File: src/logic/tpsc_pkg.sv
// ------------------------------------------------------------
// constants of the touch panel scan and interrupt control
// ------------------------------------------------------------
package tpsc_pkg;

   localparam int CLK_MHZ = 200;

   // least times round up to whole cycles
   function automatic logic [11:0] ns2cyc(input int ns);
      return 12'((ns * CLK_MHZ + 999) / 1000);
   endfunction : ns2cyc

   // ------------------------------------------------------------
   // timing
   // ------------------------------------------------------------
   localparam int          ROUGH_NS   = 100;
   localparam int          FINE_NS[4] = '{500, 1000, 2000, 5000};
   localparam int          IRQW_NS[4] = '{1000, 2000, 4000, 8000};
   localparam int          SCAN_NS    = 10000;
   localparam logic [11:0] ROUGH_CYC  = ns2cyc(ROUGH_NS);
   localparam logic [11:0] SCAN_CYC   = ns2cyc(SCAN_NS);
   localparam logic [11:0] FINE_CYC[4] = '{ns2cyc(FINE_NS[0]),
      ns2cyc(FINE_NS[1]), ns2cyc(FINE_NS[2]), ns2cyc(FINE_NS[3])};
   localparam logic [11:0] IRQW_CYC[4] = '{ns2cyc(IRQW_NS[0]),
      ns2cyc(IRQW_NS[1]), ns2cyc(IRQW_NS[2]), ns2cyc(IRQW_NS[3])};

   // ------------------------------------------------------------
   // register map
   // ------------------------------------------------------------
   localparam logic [7:0] OFS_CTRL = 8'h00;
   localparam logic [7:0] OFS_CMD  = 8'h04;
   localparam logic [7:0] OFS_STAT = 8'h08;
   localparam logic [7:0] OFS_RES  = 8'h0C;
   localparam logic [7:0] OFS_APERTURE_FILTER = 8'h10;

   localparam int          CTRL_W      = 12;
   localparam logic [11:0] CTRL_RST    = 12'h020;
   localparam logic [11:0] APERTURE_FILTER_RST    = 12'h010;
   localparam int          CTL_ACM     = 0;
   localparam int          CTL_IRQ_LO  = 1;
   localparam int          CTL_APERTURE_FILTER    = 3;
   localparam int          CTL_PU100   = 4;
   localparam int          CTL_TIMED   = 5;
   localparam int          CTL_FINE_LO = 6;
   localparam int          CTL_IRQW_LO = 8;
   localparam int          CTL_NMEAS_LO = 10;

   localparam int CMD_CONTINUE_BIT    = 0;
   localparam int CMD_KIND_LO = 1;
   localparam int CMD_MEAS    = 3;

   localparam int ST_LVL_LO   = 0;
   localparam int ST_STATE_LO = 8;
   localparam int ST_TOUCH    = 12;
   localparam int ST_OVF      = 13;
   localparam int ST_IRQP     = 14;

   // ------------------------------------------------------------
   // result buffer
   // ------------------------------------------------------------
   localparam int FIFO_BITS  = 1024;
   localparam int WORD_W     = 16;
   localparam int FIFO_DEPTH = FIFO_BITS / WORD_W;
   localparam int LVL_W      = $clog2(FIFO_DEPTH) + 1;

   // ------------------------------------------------------------
   // types
   // ------------------------------------------------------------
   typedef logic [1:0] tpsc_kind_t;
   localparam tpsc_kind_t KIND_X  = 2'h0;
   localparam tpsc_kind_t KIND_Y  = 2'h1;
   localparam tpsc_kind_t KIND_Z1 = 2'h2;
   localparam tpsc_kind_t KIND_Z2 = 2'h3;

   localparam logic [1:0] EVENT_TAG_INIT = 2'h0;
   localparam logic [1:0] EVENT_TAG_CONTINUE_BIT = 2'h1;
   localparam logic [1:0] EVENT_TAG_REL  = 2'h2;
   localparam logic [1:0] EVENT_TAG_NONE = 2'h3;

   localparam logic [1:0] IRQ_EDGE  = 2'h0;
   localparam logic [1:0] IRQ_LEVEL = 2'h1;
   localparam logic [1:0] IRQ_COR   = 2'h2;

   typedef enum logic [2:0] {
      ST_TDM   = 3'b000,
      ST_ROUGH = 3'b001,
      ST_FINE  = 3'b010,
      ST_WAIT  = 3'b011,
      ST_CONV  = 3'b100,
      ST_LPI   = 3'b101
   } tpsc_state_e;

endpackage : tpsc_pkg

File: src/logic/tpsc_fifo_if.sv
`timescale 1ns/1ps
interface tpsc_fifo_if #(
   parameter int WIDTH = 16,
   parameter int LW    = 7
);
   logic             push;
   logic [WIDTH-1:0] push_data;
   logic             pop;
   logic [WIDTH-1:0] pop_data;
   logic             full;
   logic             empty;
   logic [LW-1:0]    level;

   modport source (output push, push_data, pop,
                   input  pop_data, full, empty, level);
   modport buffer (input  push, push_data, pop,
                   output pop_data, full, empty, level);
endinterface : tpsc_fifo_if

File: src/logic/tpsc_fifo.sv
`timescale 1ns/1ps
module tpsc_fifo #(
   parameter int WIDTH = 16,
   parameter int DEPTH = 64
) (
   input wire logic      pclk,
   input wire logic      presetn,
   tpsc_fifo_if.buffer   bus
);
   localparam int AW = $clog2(DEPTH);

   logic [WIDTH-1:0] mem_ff [DEPTH];
   logic [AW-1:0]    wr_ptr_ff;
   logic [AW-1:0]    rd_ptr_ff;
   logic [AW:0]      cnt_ff;
   wire              do_push = bus.push & ~bus.full;
   wire              do_pop  = bus.pop & ~bus.empty;

   // full push is dropped here; the caller flags the overflow
   assign bus.full     = (cnt_ff == (AW+1)'(DEPTH));
   assign bus.empty    = (cnt_ff == '0);
   assign bus.level    = cnt_ff;
   assign bus.pop_data = mem_ff[rd_ptr_ff];

   always_ff @(posedge pclk) begin
      if (do_push) begin
         mem_ff[wr_ptr_ff] <= bus.push_data;
      end
   end

   always_ff @(posedge pclk or negedge presetn) begin
      if (!presetn) begin
         wr_ptr_ff <= '0;
         rd_ptr_ff <= '0;
         cnt_ff    <= '0;
      end else begin
         wr_ptr_ff <= do_push ? AW'(wr_ptr_ff + 1'b1) : wr_ptr_ff;
         rd_ptr_ff <= do_pop ? AW'(rd_ptr_ff + 1'b1) : rd_ptr_ff;
         cnt_ff    <= (AW+1)'(cnt_ff + do_push - do_pop);
      end
   end
endmodule : tpsc_fifo

File: src/logic/tpsc_ctrl.sv
`timescale 1ns/1ps
// What this block does
// - 1024-bit result fifo filled in autonomous mode
// - fill level counted in 16-bit words
// - tag bits follow each converted value
// - measurement tag names x, y, z1, z2
// - event tag gives observed touch status
// - timed scans use selectable internal durations
// - host paced scans only in direct mode
// - scan is setup phase then one measurement
// - active low irq, new data in autonomous
// - edge mode: low for programmed time
// - level mode: low while touch present
// - clear-on-read: low on data, read clears
// - aperture filter drops near-duplicate positions
// - continue bit returns to setup wait
// - touch at end: idle, pullup off, in autonomous or edge mode
// - rough pullup: switch parallel to resistor
// - fine pullup: resistor only, always done
// - touch detect untimed, pullup value selectable
// - autonomous: wait touch, then run sequence
module tpsc_ctrl (
   input  wire logic                pclk,
   input  wire logic                presetn,
   input  wire logic                psel,
   input  wire logic                penable,
   input  wire logic                pwrite,
   input  wire logic [7:0]          paddr,
   input  wire logic [31:0]         pwdata,
   output logic [31:0]              prdata,
   output logic                     pready,
   output logic                     pslverr,
   input  wire logic                touch_det,
   input  wire logic                conv_done,
   input  wire logic [11:0]         conv_data,
   output logic                     conv_start,
   output tpsc_pkg::tpsc_kind_t     conv_kind,
   output logic                     rough_pullup,
   output logic                     fine_pullup,
   output logic                     res_pullup_en,
   output logic                     pullup_100k,
   output logic                     low_power_idle,
   output logic                     touch_irq_n
);
   import tpsc_pkg::*;

   // ------------------------------------------------------------
   // state
   // ------------------------------------------------------------
   tpsc_state_e        state_ff, nxt_state;
   logic [11:0]        cnt_ff, nxt_cnt;
   tpsc_kind_t         kind_ff, nxt_kind;
   logic               continue_bit_ff, nxt_continue_bit;
   logic               pend_ff, nxt_pend;
   logic [CTRL_W-1:0]  ctrl_ff;
   logic [11:0]        aperture_filter_ff;
   logic [11:0]        irqcnt_ff;
   logic               corp_ff;
   logic               ovf_ff;
   logic               seen_ff;
   logic               tsync1_ff, tsync2_ff, touch_d_ff;
   logic [WORD_W-1:0]  last_res_ff;
   logic [11:0]        last_pos_ff [2];
   logic [1:0]         have_ff;
   logic [31:0]        prdata_ff;
   logic               pready_ff, pslverr_ff;
   logic               conv_start_ff, irq_n_ff;
   logic               rough_ff, fine_ff, res_pu_ff, lpi_ff;

   tpsc_fifo_if #(.WIDTH(WORD_W), .LW(LVL_W)) fifo ();

   tpsc_fifo #(.WIDTH(WORD_W), .DEPTH(FIFO_DEPTH)) u_fifo (
      .pclk    (pclk),
      .presetn (presetn),
      .bus     (fifo.buffer)
   );

   // ------------------------------------------------------------
   // decode
   // ------------------------------------------------------------
   wire        touch    = tsync2_ff;
   wire        autonomous_conversion_mode      = ctrl_ff[CTL_ACM];
   wire [1:0]  irq_mode = ctrl_ff[CTL_IRQ_LO +: 2];
   wire        timed    = autonomous_conversion_mode | ctrl_ff[CTL_TIMED];
   wire [11:0] fine_len = FINE_CYC[ctrl_ff[CTL_FINE_LO +: 2]];
   wire [11:0] irqw_len = IRQW_CYC[ctrl_ff[CTL_IRQW_LO +: 2]];
   wire [1:0]  nmeas    = ctrl_ff[CTL_NMEAS_LO +: 2];
   wire        access   = psel & penable;
   wire        done_acc = access & pready_ff;
   wire        wr       = done_acc & pwrite;
   wire        rd       = done_acc & ~pwrite;
   wire        sel_ctrl = (paddr == OFS_CTRL);
   wire        sel_cmd  = (paddr == OFS_CMD);
   wire        sel_stat = (paddr == OFS_STAT);
   wire        sel_res  = (paddr == OFS_RES);
   wire        sel_aperture_filter = (paddr == OFS_APERTURE_FILTER);
   wire        hit      = sel_ctrl | sel_cmd | sel_stat | sel_res
                          | sel_aperture_filter;
   // host commands are ignored while the device paces itself
   wire        cmd_wr   = wr & sel_cmd & ~autonomous_conversion_mode;
   wire        cmd_continue_bit = pwdata[CMD_CONTINUE_BIT];
   wire        cmd_meas = pwdata[CMD_MEAS];
   wire tpsc_kind_t cmd_kind = pwdata[CMD_KIND_LO +: 2];
   wire        res_rd   = rd & sel_res;
   wire        cnt_zero = (cnt_ff == 12'h000);

   // ------------------------------------------------------------
   // result tagging and aperture
   // ------------------------------------------------------------
   wire [1:0]  event_tag = touch ? (seen_ff ? EVENT_TAG_CONTINUE_BIT : EVENT_TAG_INIT)
                            : (seen_ff ? EVENT_TAG_REL : EVENT_TAG_NONE);
   wire [WORD_W-1:0] res_word = {conv_data, kind_ff, event_tag};
   wire        conv_acc = (state_ff == ST_CONV) & conv_done;
   wire [11:0] ref_pos  = last_pos_ff[kind_ff[0]];
   wire [11:0] adiff    = (conv_data >= ref_pos) ? conv_data - ref_pos
                                                 : ref_pos - conv_data;
   // only positions are filtered, pressure terms always pass
   wire        ap_hit   = autonomous_conversion_mode & ctrl_ff[CTL_APERTURE_FILTER] & ~kind_ff[1]
                          & have_ff[kind_ff[0]] & (adiff <= aperture_filter_ff);
   wire        push     = conv_acc & autonomous_conversion_mode & ~ap_hit;
   wire        ovf_set  = push & fifo.full;

   assign fifo.push      = push;
   assign fifo.push_data = res_word;
   assign fifo.pop       = res_rd & autonomous_conversion_mode;

   for (genvar a = 0; a < 2; a++) begin : g_ap
      always_ff @(posedge pclk or negedge presetn) begin
         if (!presetn) begin
            last_pos_ff[a] <= 12'h000;
            have_ff[a]     <= 1'b0;
         end else if (push && kind_ff == tpsc_kind_t'(a)) begin
            last_pos_ff[a] <= conv_data;
            have_ff[a]     <= 1'b1;
         end
      end
   end

   // ------------------------------------------------------------
   // scan sequencer
   // ------------------------------------------------------------
   always_comb begin
      nxt_state = state_ff;
      nxt_cnt   = cnt_zero ? 12'h000 : 12'(cnt_ff - 12'h001);
      nxt_kind  = kind_ff;
      nxt_continue_bit  = continue_bit_ff;
      nxt_pend  = pend_ff;
      case (state_ff)
         ST_TDM, ST_LPI: begin
            if (cmd_wr) begin
               nxt_state = ST_ROUGH;
               nxt_cnt   = ROUGH_CYC;
               nxt_kind  = cmd_kind;
               nxt_continue_bit  = cmd_continue_bit;
               nxt_pend  = cmd_meas;
            end else if (autonomous_conversion_mode && (state_ff == ST_TDM ? touch
                                                     : cnt_zero)) begin
               nxt_state = ST_ROUGH;
               nxt_cnt   = ROUGH_CYC;
               nxt_kind  = KIND_X;
               nxt_continue_bit  = 1'b0;
               nxt_pend  = 1'b1;
            end
         end
         ST_ROUGH: begin
            if (cnt_zero) begin
               nxt_state = ST_FINE;
               nxt_cnt   = fine_len;
            end
         end
         ST_FINE: begin
            if (!timed) begin
               nxt_state = ST_WAIT;
            end else if (cnt_zero) begin
               nxt_state = pend_ff ? ST_CONV : ST_WAIT;
            end
         end
         ST_WAIT: begin
            if (cmd_wr) begin
               nxt_kind = cmd_kind;
               nxt_continue_bit = cmd_continue_bit;
               if (cmd_meas) begin
                  nxt_state = ST_CONV;
               end else begin
                  nxt_state = ST_ROUGH;
                  nxt_cnt   = ROUGH_CYC;
                  nxt_pend  = 1'b0;
               end
            end else if (autonomous_conversion_mode) begin
               nxt_state = ST_TDM;
            end
         end
         ST_CONV: begin
            if (conv_done) begin
               if (autonomous_conversion_mode && kind_ff != nmeas) begin
                  nxt_state = ST_ROUGH;
                  nxt_cnt   = ROUGH_CYC;
                  nxt_kind  = tpsc_kind_t'(kind_ff + 2'h1);
               end else if (!autonomous_conversion_mode && continue_bit_ff) begin
                  nxt_state = ST_WAIT;
               end else if (touch && (autonomous_conversion_mode || irq_mode == IRQ_EDGE)) begin
                  nxt_state = ST_LPI;
                  nxt_cnt   = SCAN_CYC;
               end else begin
                  nxt_state = ST_TDM;
               end
            end
         end
         default: begin
            nxt_state = ST_TDM;
         end
      endcase
   end

   // ------------------------------------------------------------
   // interrupt
   // ------------------------------------------------------------
   wire        dcm_edge   = ~autonomous_conversion_mode & (irq_mode == IRQ_EDGE);
   wire        dcm_lvl    = ~autonomous_conversion_mode & (irq_mode == IRQ_LEVEL);
   wire        cor        = autonomous_conversion_mode & (irq_mode == IRQ_COR);
   wire        touch_rise = touch & ~touch_d_ff;
   wire [11:0] nxt_irqcnt = (dcm_edge & touch_rise) ? irqw_len
                          : (irqcnt_ff != 12'h000)
                          ? 12'(irqcnt_ff - 12'h001) : 12'h000;
   // a push in the read cycle keeps the request pending
   wire        nxt_corp   = push | (corp_ff & ~res_rd);
   wire        nxt_irq_n  = dcm_edge ? (nxt_irqcnt == 12'h000)
                          : dcm_lvl  ? ~touch
                          : cor      ? ~nxt_corp
                          : autonomous_conversion_mode      ? fifo.empty
                          : 1'b1;

   // ------------------------------------------------------------
   // registers and bus
   // ------------------------------------------------------------
   wire [31:0] stat_w = {17'h00000, corp_ff, ovf_ff, touch,
                         1'b0, state_ff, 1'b0, fifo.level};
   wire [WORD_W-1:0] res_rd_w = autonomous_conversion_mode ? fifo.pop_data : last_res_ff;
   wire [31:0] rd_mux = sel_ctrl ? {20'h00000, ctrl_ff}
                      : sel_stat ? stat_w
                      : sel_res  ? {16'h0000, res_rd_w}
                      : sel_aperture_filter ? {20'h00000, aperture_filter_ff}
                      : 32'h0000_0000;

   always_ff @(posedge pclk or negedge presetn) begin
      if (!presetn) begin
         pready_ff  <= 1'b0;
         pslverr_ff <= 1'b0;
         prdata_ff  <= 32'h0000_0000;
      end else begin
         pready_ff  <= access & ~pready_ff;
         pslverr_ff <= access & ~pready_ff & ~hit;
         if (access && !pready_ff && !pwrite) begin
            prdata_ff <= rd_mux;
         end
      end
   end

   always_ff @(posedge pclk or negedge presetn) begin
      if (!presetn) begin
         ctrl_ff <= CTRL_RST;
         aperture_filter_ff <= APERTURE_FILTER_RST;
      end else begin
         if (wr && sel_ctrl) begin
            ctrl_ff <= pwdata[CTRL_W-1:0];
         end
         if (wr && sel_aperture_filter) begin
            aperture_filter_ff <= pwdata[11:0];
         end
      end
   end

   always_ff @(posedge pclk or negedge presetn) begin
      if (!presetn) begin
         state_ff <= ST_TDM;
         cnt_ff   <= 12'h000;
         kind_ff  <= KIND_X;
         continue_bit_ff  <= 1'b0;
         pend_ff  <= 1'b0;
      end else begin
         state_ff <= nxt_state;
         cnt_ff   <= nxt_cnt;
         kind_ff  <= nxt_kind;
         continue_bit_ff  <= nxt_continue_bit;
         pend_ff  <= nxt_pend;
      end
   end

   // touch pin is asynchronous to pclk
   always_ff @(posedge pclk or negedge presetn) begin
      if (!presetn) begin
         tsync1_ff  <= 1'b0;
         tsync2_ff  <= 1'b0;
         touch_d_ff <= 1'b0;
      end else begin
         tsync1_ff  <= touch_det;
         tsync2_ff  <= tsync1_ff;
         touch_d_ff <= tsync2_ff;
      end
   end

   always_ff @(posedge pclk or negedge presetn) begin
      if (!presetn) begin
         seen_ff     <= 1'b0;
         last_res_ff <= '0;
         ovf_ff      <= 1'b0;
      end else begin
         if (conv_acc) begin
            seen_ff     <= touch;
            last_res_ff <= res_word;
         end
         ovf_ff <= ovf_set
                   | (ovf_ff & ~(wr & sel_stat & pwdata[ST_OVF]));
      end
   end

   always_ff @(posedge pclk or negedge presetn) begin
      if (!presetn) begin
         irqcnt_ff <= 12'h000;
         corp_ff   <= 1'b0;
         irq_n_ff  <= 1'b1;
      end else begin
         irqcnt_ff <= nxt_irqcnt;
         corp_ff   <= nxt_corp;
         irq_n_ff  <= nxt_irq_n;
      end
   end

   always_ff @(posedge pclk or negedge presetn) begin
      if (!presetn) begin
         conv_start_ff <= 1'b0;
         rough_ff      <= 1'b0;
         fine_ff       <= 1'b0;
         res_pu_ff     <= 1'b1;
         lpi_ff        <= 1'b0;
      end else begin
         conv_start_ff <= (nxt_state == ST_CONV)
                          & (state_ff != ST_CONV);
         rough_ff      <= (nxt_state == ST_ROUGH);
         fine_ff       <= (nxt_state == ST_FINE)
                          | (nxt_state == ST_WAIT);
         res_pu_ff     <= (nxt_state != ST_CONV)
                          & (nxt_state != ST_LPI);
         lpi_ff        <= (nxt_state == ST_LPI);
      end
   end

   assign prdata         = prdata_ff;
   assign pready         = pready_ff;
   assign pslverr        = pslverr_ff;
   assign conv_start     = conv_start_ff;
   assign conv_kind      = kind_ff;
   assign rough_pullup   = rough_ff;
   assign fine_pullup    = fine_ff;
   assign res_pullup_en  = res_pu_ff;
   assign pullup_100k    = ctrl_ff[CTL_PU100];
   assign low_power_idle = lpi_ff;
   assign touch_irq_n    = irq_n_ff;
endmodule : tpsc_ctrl

File: config.mk
export PLATFORM = sky130hd
export DESIGN_NAME = tpsc_ctrl
export DESIGN_NICKNAME = d
export VERILOG_FILES = /design/src/logic/tpsc_pkg.sv /design/src/logic/tpsc_fifo_if.sv /design/src/logic/tpsc_fifo.sv /design/src/logic/tpsc_ctrl.sv
export SDC_FILE = /design/constraint.sdc
export NUM_CORES = 1
export LEC_CHECK = 0
export ABC_AREA = 1
export CORE_MARGIN = 4
export CORE_UTILIZATION = 40
export CTS_CLUSTER_DIAMETER = 200
export DETAILED_ROUTE_END_ITERATION = 8
export DONT_BUFFER_PORTS = 1
export GPL_TIMING_DRIVEN = 0
export PLACE_DENSITY = 0.51
export REMOVE_ABC_BUFFERS = 1
export SETUP_SLACK_MARGIN = 0.02
export SYNTH_ARGS = -nofsm -noshare
export SYNTH_HDL_FRONTEND = slang
export SYNTH_HIERARCHICAL = 1
export SYNTH_SLANG_ARGS = --single-unit
File: constraint.sdc
create_clock -name pclk -period 7.5 [get_ports pclk]
set_input_delay 0 -clock pclk [delete_from_list [all_inputs] [get_ports pclk]]
set_output_delay 0 -clock pclk [all_outputs]
set_load 0.005 [all_outputs]
* Yosys cells after proc, flatten, opt, wreduce, memory -nomap -nowiden
Memory sizes are Yosys's and may differ from the RTL's. Index checks and enable logic that the tools add are counted.
Word-level totals: output and inout port bits 43, word-level logic and storage cells 226, memories 1, latch bits 0, flip-flop bits (word level) 162, bits of input ports 59, bits in read-only memories 0, bits in writable memories 1024
Operators by class: mux-type cells 69, multiply operators 0, div/mod/pow operators 0, bitwise operators 55, equality and inequality tests 27, shifts and indexed selects 0, order comparisons 6, reductions and logical operators 28, add/subtract/negate cells 9
Memories:
- u_fifo.mem_ff | depth 64, width 16, read ports 1, clocked after Yosys merged registers in 0, wr ports 1, RTL line tpsc_fifo.sv:12 | logic [WIDTH-1:0] mem_ff [DEPTH];
Operators with widths (count):
- $mux 12 | 21
- $mux 16 | 4
- $bmux 12 s2 | 2
- $pmux 12 s4 | 1
- $mux 3 | 13
- $and 1x1->1 | 31
- $logic_not 12->1 | 2
- $sub 12x1->12 const B | 2
- $sub 12x12->12 | 2
- $mux 1 | 18
- $eq 8x4->1 const B | 2
- $pmux 3 s5 | 1
- $not 1->1 | 13
- $add 6x1->6 const B | 2
- $eq 3x2->1 const B | 4
- $eq 3x3->1 const B | 4
- $ge 12x12->1 | 1
- $le 12x12->1 | 1
- $mux 2 | 6
- $ne 3x3->1 const B | 4
- $reduce_bool 12->1 | 1
- $logic_and 1x1->1 | 10
- $eq 8x3->1 const B | 1
- $eq 8x5->1 const B | 1
- 30 further kinds | 47

* Longest topological paths before layout
Gate-level depths: netlist of the first run.
depth after elaboration 15, depth in mapped cells 41, gate-level depth less buffers 40

* Hierarchy
The synthesis of the first run kept the hierarchy.
By module, submodules not included:
- tpsc_fifo | instances 1, cells each 3988, seq. area each 31224.9 um^2, area an instance 43789.5 um^2
- tpsc_ctrl | instances 1, cells each 1163, seq. area each 3183.1 um^2, area an instance 8573.2 um^2

* Least setup slack after synthesis of the first run
OpenSTA, ideal clock, no wires.
path type reg-to-reg, from reg kind_ff[0], in the netlist conv_kind[0], to mem u_fifo.mem_ff[7][0] (enable), period minus slack after synthesis 6.289 ns, data arrival time 5.858 ns, setup time 0.430 ns, buffers on the path 2, data required time 7.070 ns, setup slack 1.211 ns, cell stages (with the launch flop) 30, cell sequence dfrtp_1 buf_4 clkbuf_1 nand2_1 o21ai_0 ha_1 inv_1 fa_1 nand3_1 nand2_1 a21oi_1 nor2_1 nor2_1 xor2_1 nand2_1 nand2_1 inv_1 ha_1 nand2_1 inv_1 nand2_1 nor2_1 nand2_1 nand3_1 nand2_1 nand2_1 nand2_2 inv_2 nand2_1 nor4_1
Between the ends: word-level cells in the longest chain between the ends 13, elaborated cells between the ends (all ways) 18, those cells by class add/sub: 2; order compare: 2; mux: 8; bitwise: 6
Ends and longest elaborated chain:
- start, declared | RTL line tpsc_ctrl.sv:52 | tpsc_kind_t kind_ff, nxt_kind;
- start signal, assigned | RTL line tpsc_ctrl.sv:283 | kind_ff <= nxt_kind;
- $not 1->2 (not written as such) | RTL line tpsc_ctrl.sv:114 | wire [11:0] ref_pos = last_pos_ff[kind_ff[0]];
- $mux 12 (not written as such) (3 in series) | RTL line tpsc_ctrl.sv:114
- $sub 12x12->12, or another cell as far along | RTL line tpsc_ctrl.sv:116 | : ref_pos - conv_data;
- $mux 12 | RTL line tpsc_ctrl.sv:115 | wire [11:0] adiff = (conv_data >= ref_pos) ? conv_data - ref_pos
- $le 12x12->1 | RTL line tpsc_ctrl.sv:119 | & have_ff[kind_ff[0]] & (adiff <= aperture_filter_ff);
- $and 1x1->1 (*) | RTL line tpsc_ctrl.sv:119
- $not 1->1 (*) | RTL line tpsc_ctrl.sv:120 | wire push = conv_acc & autonomous_conversion_mode & ~ap_hit;
- $and 1x1->1 (*) | RTL line tpsc_ctrl.sv:120
- net fifo.push | RTL line tpsc_fifo_if.sv:6 | logic push;
- $and 1x1->1 (*) | RTL line tpsc_fifo.sv:16 | wire do_push = bus.push & ~bus.full;
- $mux 1 (*) | RTL line tpsc_fifo.sv:26 | if (do_push) begin
- $mux 1 (not written as such) (*) | RTL line tpsc_fifo.sv:27 | mem_ff[wr_ptr_ff] <= bus.push_data;
- end, declared | RTL line tpsc_fifo.sv:12
Mark *: on every way through the listed nets, which the timed path passes. The rest lies on a longest branch. The select of a mux whose other input is x is not followed.

* Worst setup path in the final report of the first run
from reg kind_ff[0], in the netlist conv_kind[0], to mem u_fifo.mem_ff[23][15] (enable)
Same word-level chain as after synthesis.

==> results.md, run 1 <==
- Die Y: 370 um
- Most used cell, CP: nand2_1
- VDD IR-drop max: 0.197 mV
- F_max: 0.152 GHz
- Die area: 137000 um^2
- Synth top area share: 0.587
- Synthesized instance count: 5151
- Worst setup SP type: flip-flop
- PortBufs: 0
- Slowest stage delay, CP: 810 ps
- Post-route DRC: 0
- Post-Route WL: 154000 um
- Final Hold Fails: 0
- Share of flip-flops with an asynchronous set or reset after synthesis: 0.125
- Vias in the first global route: 33828
- Top FF cell, synth: edfxtp_1
- Sequential group share of total power: 0.483
- Final Max Slew Viols: 0
- CTS Buffer Depth: 3
- Sequential share of the synthesized area: 0.657
- Reg2reg end: u_fifo/mem_ff[23][15]$_DFFE_PP_
- Most common cell in the synthesized netlist: nand2_1
- Post-DRT Antenna Nets: 0
- Worst Setup End Kind: flip-flop
- Reg2Reg Setup Slack: 920 ps
- Worst EP required: 7950 ps
- Global-route usage over all layers: 0.224
- CTS tree: yes
- Worst path slowest cell: dfrtp_4
- Final Cycle Share: 0.877
- Critical Path End: u_fifo/mem_ff[23][15]$_DFFE_PP_
- Crit Path Category: flip-flop to flip-flop
- Post-synth cell types: 58
- Starting Density: 0.403
- Final setup vio count: 0
- Core Util, Final: 0.465
- Worst setup path start: conv_kind[0]$_DFFE_PN0P_
- Worst hold path class: primary input to flip-flop
- Fill cell total of the finished layout: 12011
- Vias: 36226
- Final worst path period need: 6580 ps
- Combinational Power Share: 0.116
- Clock network power share: 0.402
- RSZ-0062 raised after global routing: false
- Synthesized flop and latch total: 1170
- Pwr dens: 254 nW/um^2
- Dpl cell area: 55000 um^2
- Max-Cap Viols: 0
- Relative slew slack: 0.175
- Finished Cell Area: 60400 um^2
- Area Growth Syn to Fin: 15.4%
- IO Count: 102
- Worst R2R Path Depth: 30
- Yosys warns: 6
- R2r startpoint: conv_kind[0]$_DFFE_PN0P_
- Synth Area per Inst: 10.2 um^2
- Share of layout cells above drive strength 1: 0.0872
- Grt ovf: 0
- Die width: 370 um
- Drt wl/cell: 21.8 um
- Total power: 15.3 mW
- Synth top area cells: edfxtp_1, nand2_1, dfrtp_1
- Setup TNS Final: 0 ps
- Yosys top cell by area: edfxtp_1
- Largest net degree at the start of global routing: 143
- Cell Int Power: 11.5 mW
- Worst-path clk slew: 60 ps
- Post-DR vias/cell: 5.12
- Net switching power: 3.87 mW
- TritonCTS Sinks: 1170
- Status: completed
- DP HPWL: 89200 um
- Switching Share: 0.253
- Worst Path Arrival: 7020 ps
- Num CTS Buffers: 133
- TritonRoute pass-1 iters: 5
- Worst Skew: 29.5 ps
- Row cnt: 132
- Crit Path Max Fanout: 47
- Initial antenna violation count: 13
- Post-synth EDFFs: 1024
- Gpl congestion: 0.822
- Slew @ Worst Pin: 1230 ps
- Synth top cells by count: nand2_1, edfxtp_1, nand3_1
- Core area: 130000 um^2
- Clock latency on the worst-skew pair: 760 ps
- Mapped cell area: 52400 um^2
- Starting DRC count in detailed routing: 3266
- Clk root buf: clkbuf_16
- Layout Nets: 5350
- First-pass GRT wire length: 227000 um
- # H-tree levels: 4
- Leak pwr: 24.3 nW
==> routing by layer <==
metal / track usage / vias up / wire length (um)
li1: - / 17191 / -
met1: 0.323 / 17727 / 69900
met2: 0.354 / 1093 / 71600
met3: 0.0353 / 215 / 9180
met4: 0.0621 / 0 / 3650
met5: 0 / - / 0
==> area by class of cell <==
type / count / area (um^2) / share of cell area
inverters: 521 / 1990 / 0.0329
flip-flops and latches: 1170 / 34400 / 0.570
diodes: 7 / 17.5 / 0.000290
clock inverters: 57 / 454 / 0.00752
well taps: 1742 / 2180 / 0.0361
repair buffers: 194 / 2870 / 0.0475
multi-input cells: 3208 / 14800 / 0.246
clock buffers: 181 / 3630 / 0.0602
==> worst min path at each step <==
stage	slack [ps]	from	cells after the start	endpoint
after floorplan	-300	presetn	0	aperture_filter_ff[0]$_DFFE_PN0P_
after global placement	-290	presetn	0	irqcnt_ff[9]$_DFF_PN0_
after detailed placement	-290	presetn	0	irqcnt_ff[9]$_DFF_PN0_
after CTS	3	pwdata[2]	3	ctrl_ff[2]$_DFFE_PN0P_
after global routing	40	pwdata[2]	3	ctrl_ff[2]$_DFFE_PN0P_
final	70	pwdata[2]	3	ctrl_ff[2]$_DFFE_PN0P_
==> power by group through the flow <==
| stage | clock [mW] | combinational, mW | sequential [mW] |
|---|---|---|---|
| 2_1_floorplan | 0 | 1.19 | 7.51 |
| 3_3_place_gp | 0 | 1.49 | 7.63 |
| 3_5_place_dp | 0 | 1.61 | 7.54 |
| 4_1_cts | 6.30 | 1.79 | 7.41 |
| 5_1_grt | 6.57 | 2.05 | 7.42 |
| 6_report | 6.17 | 1.77 | 7.40 |
==> flip-flops by register name, summed over array words and instances, names as in the netlist, 2 cells and up <==
name                count
aperture_filter_ff     12
cnt_ff                 12
conv_kind               2
ctrl_ff                12
have_ff                 2
irqcnt_ff              12
last_pos_ff            24
last_res_ff            16
prdata                 16
state_ff                3
u_fifo/bus.level        7
u_fifo/mem_ff        1024
u_fifo/rd_ptr_ff        6
u_fifo/wr_ptr_ff        6
==> critical path, delay by kind of cell, from the launching register on <==
kind                       cells  cell delay, ps
and+or+nand+nor               17            2990
adders and majority gates      3             860
DFF                            1             810
buffers and inverters          8            1190
AOI/OAI and AO/OA              2             360
==> cell usage in the layout, fill, tap and decap left out, types with 5 or more instances in the layout <==
| master | instances |
|---|---|
| xnor2_1 | 10 |
| clkbuf_1 | 41 |
| o211ai_1 | 51 |
| dfrtp_1 | 136 |
| inv_1 | 499 |
| buf_16 | 39 |
| a21o_1 | 7 |
| dfrtp_4 | 5 |
| nand2_2 | 10 |
| nand2_4 | 6 |
| inv_2 | 12 |
| dlygate4sd3_1 | 62 |
| conb_1 | 16 |
| o21ai_2 | 11 |
| buf_8 | 57 |
| nor2_1 | 254 |
| nand3_1 | 598 |
| nor3_1 | 10 |
| clkinv_2 | 20 |
| ha_1 | 60 |
| buf_4 | 28 |
| inv_4 | 5 |
| nand4_1 | 16 |
| clkbuf_16 | 138 |
| nor2_4 | 12 |
| xor2_1 | 36 |
| buf_6 | 6 |
| nor2_2 | 67 |
| bufinv_16 | 5 |
| a21oi_1 | 124 |
| nand2_1 | 1719 |
| o21ai_0 | 137 |
| edfxtp_1 | 1024 |
| inv_6 | 6 |
| clkinv_1 | 24 |
| diode_2 | 7 |
| o21ai_1 | 16 |
==> what timing repair did <==
action	4_1_cts	5_1_grt
hold buffers	76	0
buffers inserted	0	27
endpoints found under the hold margin	1031	0
setup endpoints to repair	0	393
gates resized for setup	0	7
==> logic make-up after synthesis <==
kind of cell               count (synthesis)  share of synthesized area
AOI/OAI and AO/OA                        367                     0.0398
and+or+nand+nor                         2715                      0.215
other                                      1                  0.0000716
DFF                                     1170                      0.657
buffers and inverters                    788                     0.0647
adders and majority gates                 63                     0.0155
xor gates and xnor gates                  47                    0.00786
==> per-stage QoR <==
step,hold slack [ps],worst slack [ps],cells
finish,71.3,924,7080
global route,40.6,419,7073
CTS,2.92,150,7046
detailed placement,-292,180,6732
global placement,-292,-47620,6641
floorplan,-296,-14460,4899
Note: power is estimated with default switching activity, not from simulation.
==> inputs of run 2 (changes only) <==
CORE_MARGIN = 2   (was 4)
==> run 2 against run 1 <==
Critical path depth shrank 2. Register-to-register slack got worse by 480 ps. Via count shrank 1.1%. Critical path type unchanged. Critical endpoint is now u_fifo/mem_ff[56][4]$_DFFE_PP_. Largest cell class unchanged.
==> results.md, run 2 (synthesis results as in run 1) <==
- Status: completed
- Grt ovf: 0 (unchanged)
- Area Growth Syn to Fin: 15.2%
- Register area: 34400 um^2 (unchanged)
- Hold_ws: 50.0 ps (-21.3 ps)
- Worst R2R Path Depth: 28 (-6.7%)
- Worst setup SP type: flip-flop
- Final Hold Fails: 0 (unchanged)
- Max-Cap Viols: 0 (unchanged)
- Fill cell total of the finished layout: 11938 (-0.61%)
- Post-Route WL: 151000 um (-2.0%)
- Worst-path clk slew: 60 ps (about the same)
- Inst Count DP: 6732 (unchanged)
- Initial antenna violation count: 6 (-7)
- Clk root buf: clkbuf_16
- Dpl cell area: 55100 um^2 (+0.15%)
- RSZ-0062 raised after global routing: true
- Most used cell, CP: nand2_1
- Final WS setup: 445 ps (-479 ps)
- Relative slew slack: 0.182 (+0.00727)
- Pwr dens: 254 nW/um^2 (+0.12%)
- First-pass GRT wire length: 223000 um (-1.7%)
- Worst hold path class: primary input to flip-flop
- TritonCTS Sinks: 1170 (unchanged)
- IO Count: 102 (unchanged)
- Starting Density: 0.404 (+0.000514)
- CTS Buffer Depth: 3 (unchanged)
- Slowest stage delay, CP: 1000 ps (+190 ps)
- Hold Crit Depth: 3 (unchanged)
- Finished Cell Area: 60300 um^2 (-0.11%)
- Crit Path Category: flip-flop to flip-flop
- Worst Setup End Kind: flip-flop
- Starting DRC count in detailed routing: 3048 (-6.7%)
- Clock latency on the worst-skew pair: 770 ps (about the same)
- Crit Path Max Fanout: 43 (-8.5%)
- Global-route usage over all layers: 0.224 (-0.000379)
- Core area: 130000 um^2 (-0.13%)
- Die Y: 366 um (-1.1%)
- Final Max Slew Viols: 0 (unchanged)
- Post-DR vias/cell: 5.08 (-0.79%)
- Die width: 366 um (-1.1%)
- Worst Skew: 22.3 ps (-7.23 ps)
- Layout Nets: 5337 (-0.24%)
- Multi-input gate area: 14800 um^2 (about the same)
- PortBufs: 0 (unchanged)
- Non-Filler Instances: 7059 (-0.30%)
- # H-tree levels: 4 (unchanged)
- Most common cell after layout, fill and taps aside: nand2_1
- Leak pwr: 24.3 nW (-0.19%)
- Largest reg by FF count: u_fifo/mem_ff
- Drt wl/cell: 21.4 um (-1.7%)
- Gpl congestion: 0.844 (+2.7%)
- Die area: 134000 um^2 (-2.2%)
- CTS tree: yes
- VDD IR-drop max: 0.208 mV (+5.5%)
- Most frequent cells in the layout: nand2_1, edfxtp_1, nand3_1, inv_1, nor2_1
- Slew @ Worst Pin: 1220 ps (-4.33 ps)
- Worst Path Arrival: 7510 ps (+490 ps)
- Largest register FFs: 1024 (unchanged)
- Final worst path period need: 7050 ps (+479 ps)
- Share of layout cells above drive strength 1: 0.0847 (-0.00248)
- Biggest regs: u_fifo/mem_ff (1024), last_pos_ff (24)
- Post-route DRC: 0 (unchanged)
- Num CTS Buffers: 134 (+0.75%)
- Vias: 35832 (-1.1%)
- Vias in the first global route: 33409 (-1.2%)
- Post-DRT Antenna Nets: 0 (unchanged)
- Largest net degree at the start of global routing: 128 (-10%)
- Worst EP required: 7960 ps (about the same)
- Final Cycle Share: 0.941 (+0.0639)
- Final setup vio count: 0 (unchanged)
- Worst path slowest cell: nand4_1
- Row cnt: 132 (unchanged)
- DP HPWL: 89200 um (about the same)
- TritonRoute pass-1 iters: 5 (unchanged)
- F_max: 0.142 GHz (-6.8%)
- Pre-CTS WS: 144 ps (-36.4 ps)
==> run 2: cell types whose count changed in the layout (fill, tap and decap cells not counted), sizes merged <==
cell,delta
buf,-11
clkinv,-6
clkbuf,-5
inv,+4
dlygate4sd3,-3
==> run 2: through the flow <==
| stage | power [mW] | util | setup TNS, ps |
|---|---|---|---|
| 2_1_floorplan | 8.70 | - | -254320 |
| 3_3_place_gp | 9.11 | 0.410 | -3555340 |
| 3_5_place_dp | 9.14 | 0.425 | 0 |
| 4_1_cts | 15.5 | 0.464 | 0 |
| 5_1_grt | 16.0 | 0.465 | 0 |
| 6_report | 15.3 | 0.465 | 0 |
==> run 2: where the power goes <==
part	switching, mW	internal (mW)	leakage, nW
clock	2.60	3.57	1.99
combinational	1.14	0.632	11.3
sequential	0.135	7.26	11.0
total	3.87	11.5	24.3
==> run 2: what timing repair did <==
item | in CTS | in global routing
hold endpoints to repair | 1030 | 0
endpoints found under the setup margin | 0 | 319
buffers inserted | 0 | 15
hold buffers | 73 | 0
resized for setup | 0 | 5
==> run 2: cell type report <==
class | count | share of cell area
inverter | 521 | 0.0329
clock buffer | 176 | 0.0603
sequential | 1170 | 0.571
tap | 1742 | 0.0361
clock inverter | 55 | 0.00715
timing repair buffer | 180 | 0.0470
antenna | 7 | 0.000290
multi-input combinational | 3208 | 0.246
==> run 2: final timing paths <==
kind | slack [ps] | startpoint | endpoint
setup / recovery | 450 | conv_kind[0]$_DFFE_PN0P_ | u_fifo/mem_ff[56][4]$_DFFE_PP_
hold / removal | 50 | pwdata[1] | ctrl_ff[1]$_DFFE_PN0P_
setup reg to reg | 450 | conv_kind[0]$_DFFE_PN0P_ | u_fifo/mem_ff[56][4]$_DFFE_PP_
hold reg to reg | 340 | tsync1_ff$_DFF_PN0_ | touch$_DFF_PN0_
max in group asynchronous | 6330 | presetn | conv_kind[1]$_DFFE_PN0P_
min in group asynchronous | 360 | presetn | u_fifo/bus.level[5]$_DFF_PN0_
==> run 2: layer usage <==
metal | GRT usage | share of wire | up-vias | wire [um]
met3 | 0.0342 | 0.060 | 203 | 9100
li1 | - | - | 17158 | -
met5 | 0 | 0 | - | 0
met2 | 0.353 | 0.46 | 996 | 69800
met4 | 0.0728 | 0.029 | 0 | 4340
met1 | 0.318 | 0.45 | 17475 | 68000
==> run 2: critical path: cells and delay by family, from the launching register on <==
family / cells / cell delay (ps)
AOI/OAI and AO/OA: 2 / 810
xor gates and xnor gates: 1 / 170
adders and majority gates: 2 / 710
buffers and inverters: 6 / 1020
DFF: 1 / 680
and+or+nand+nor: 17 / 3320
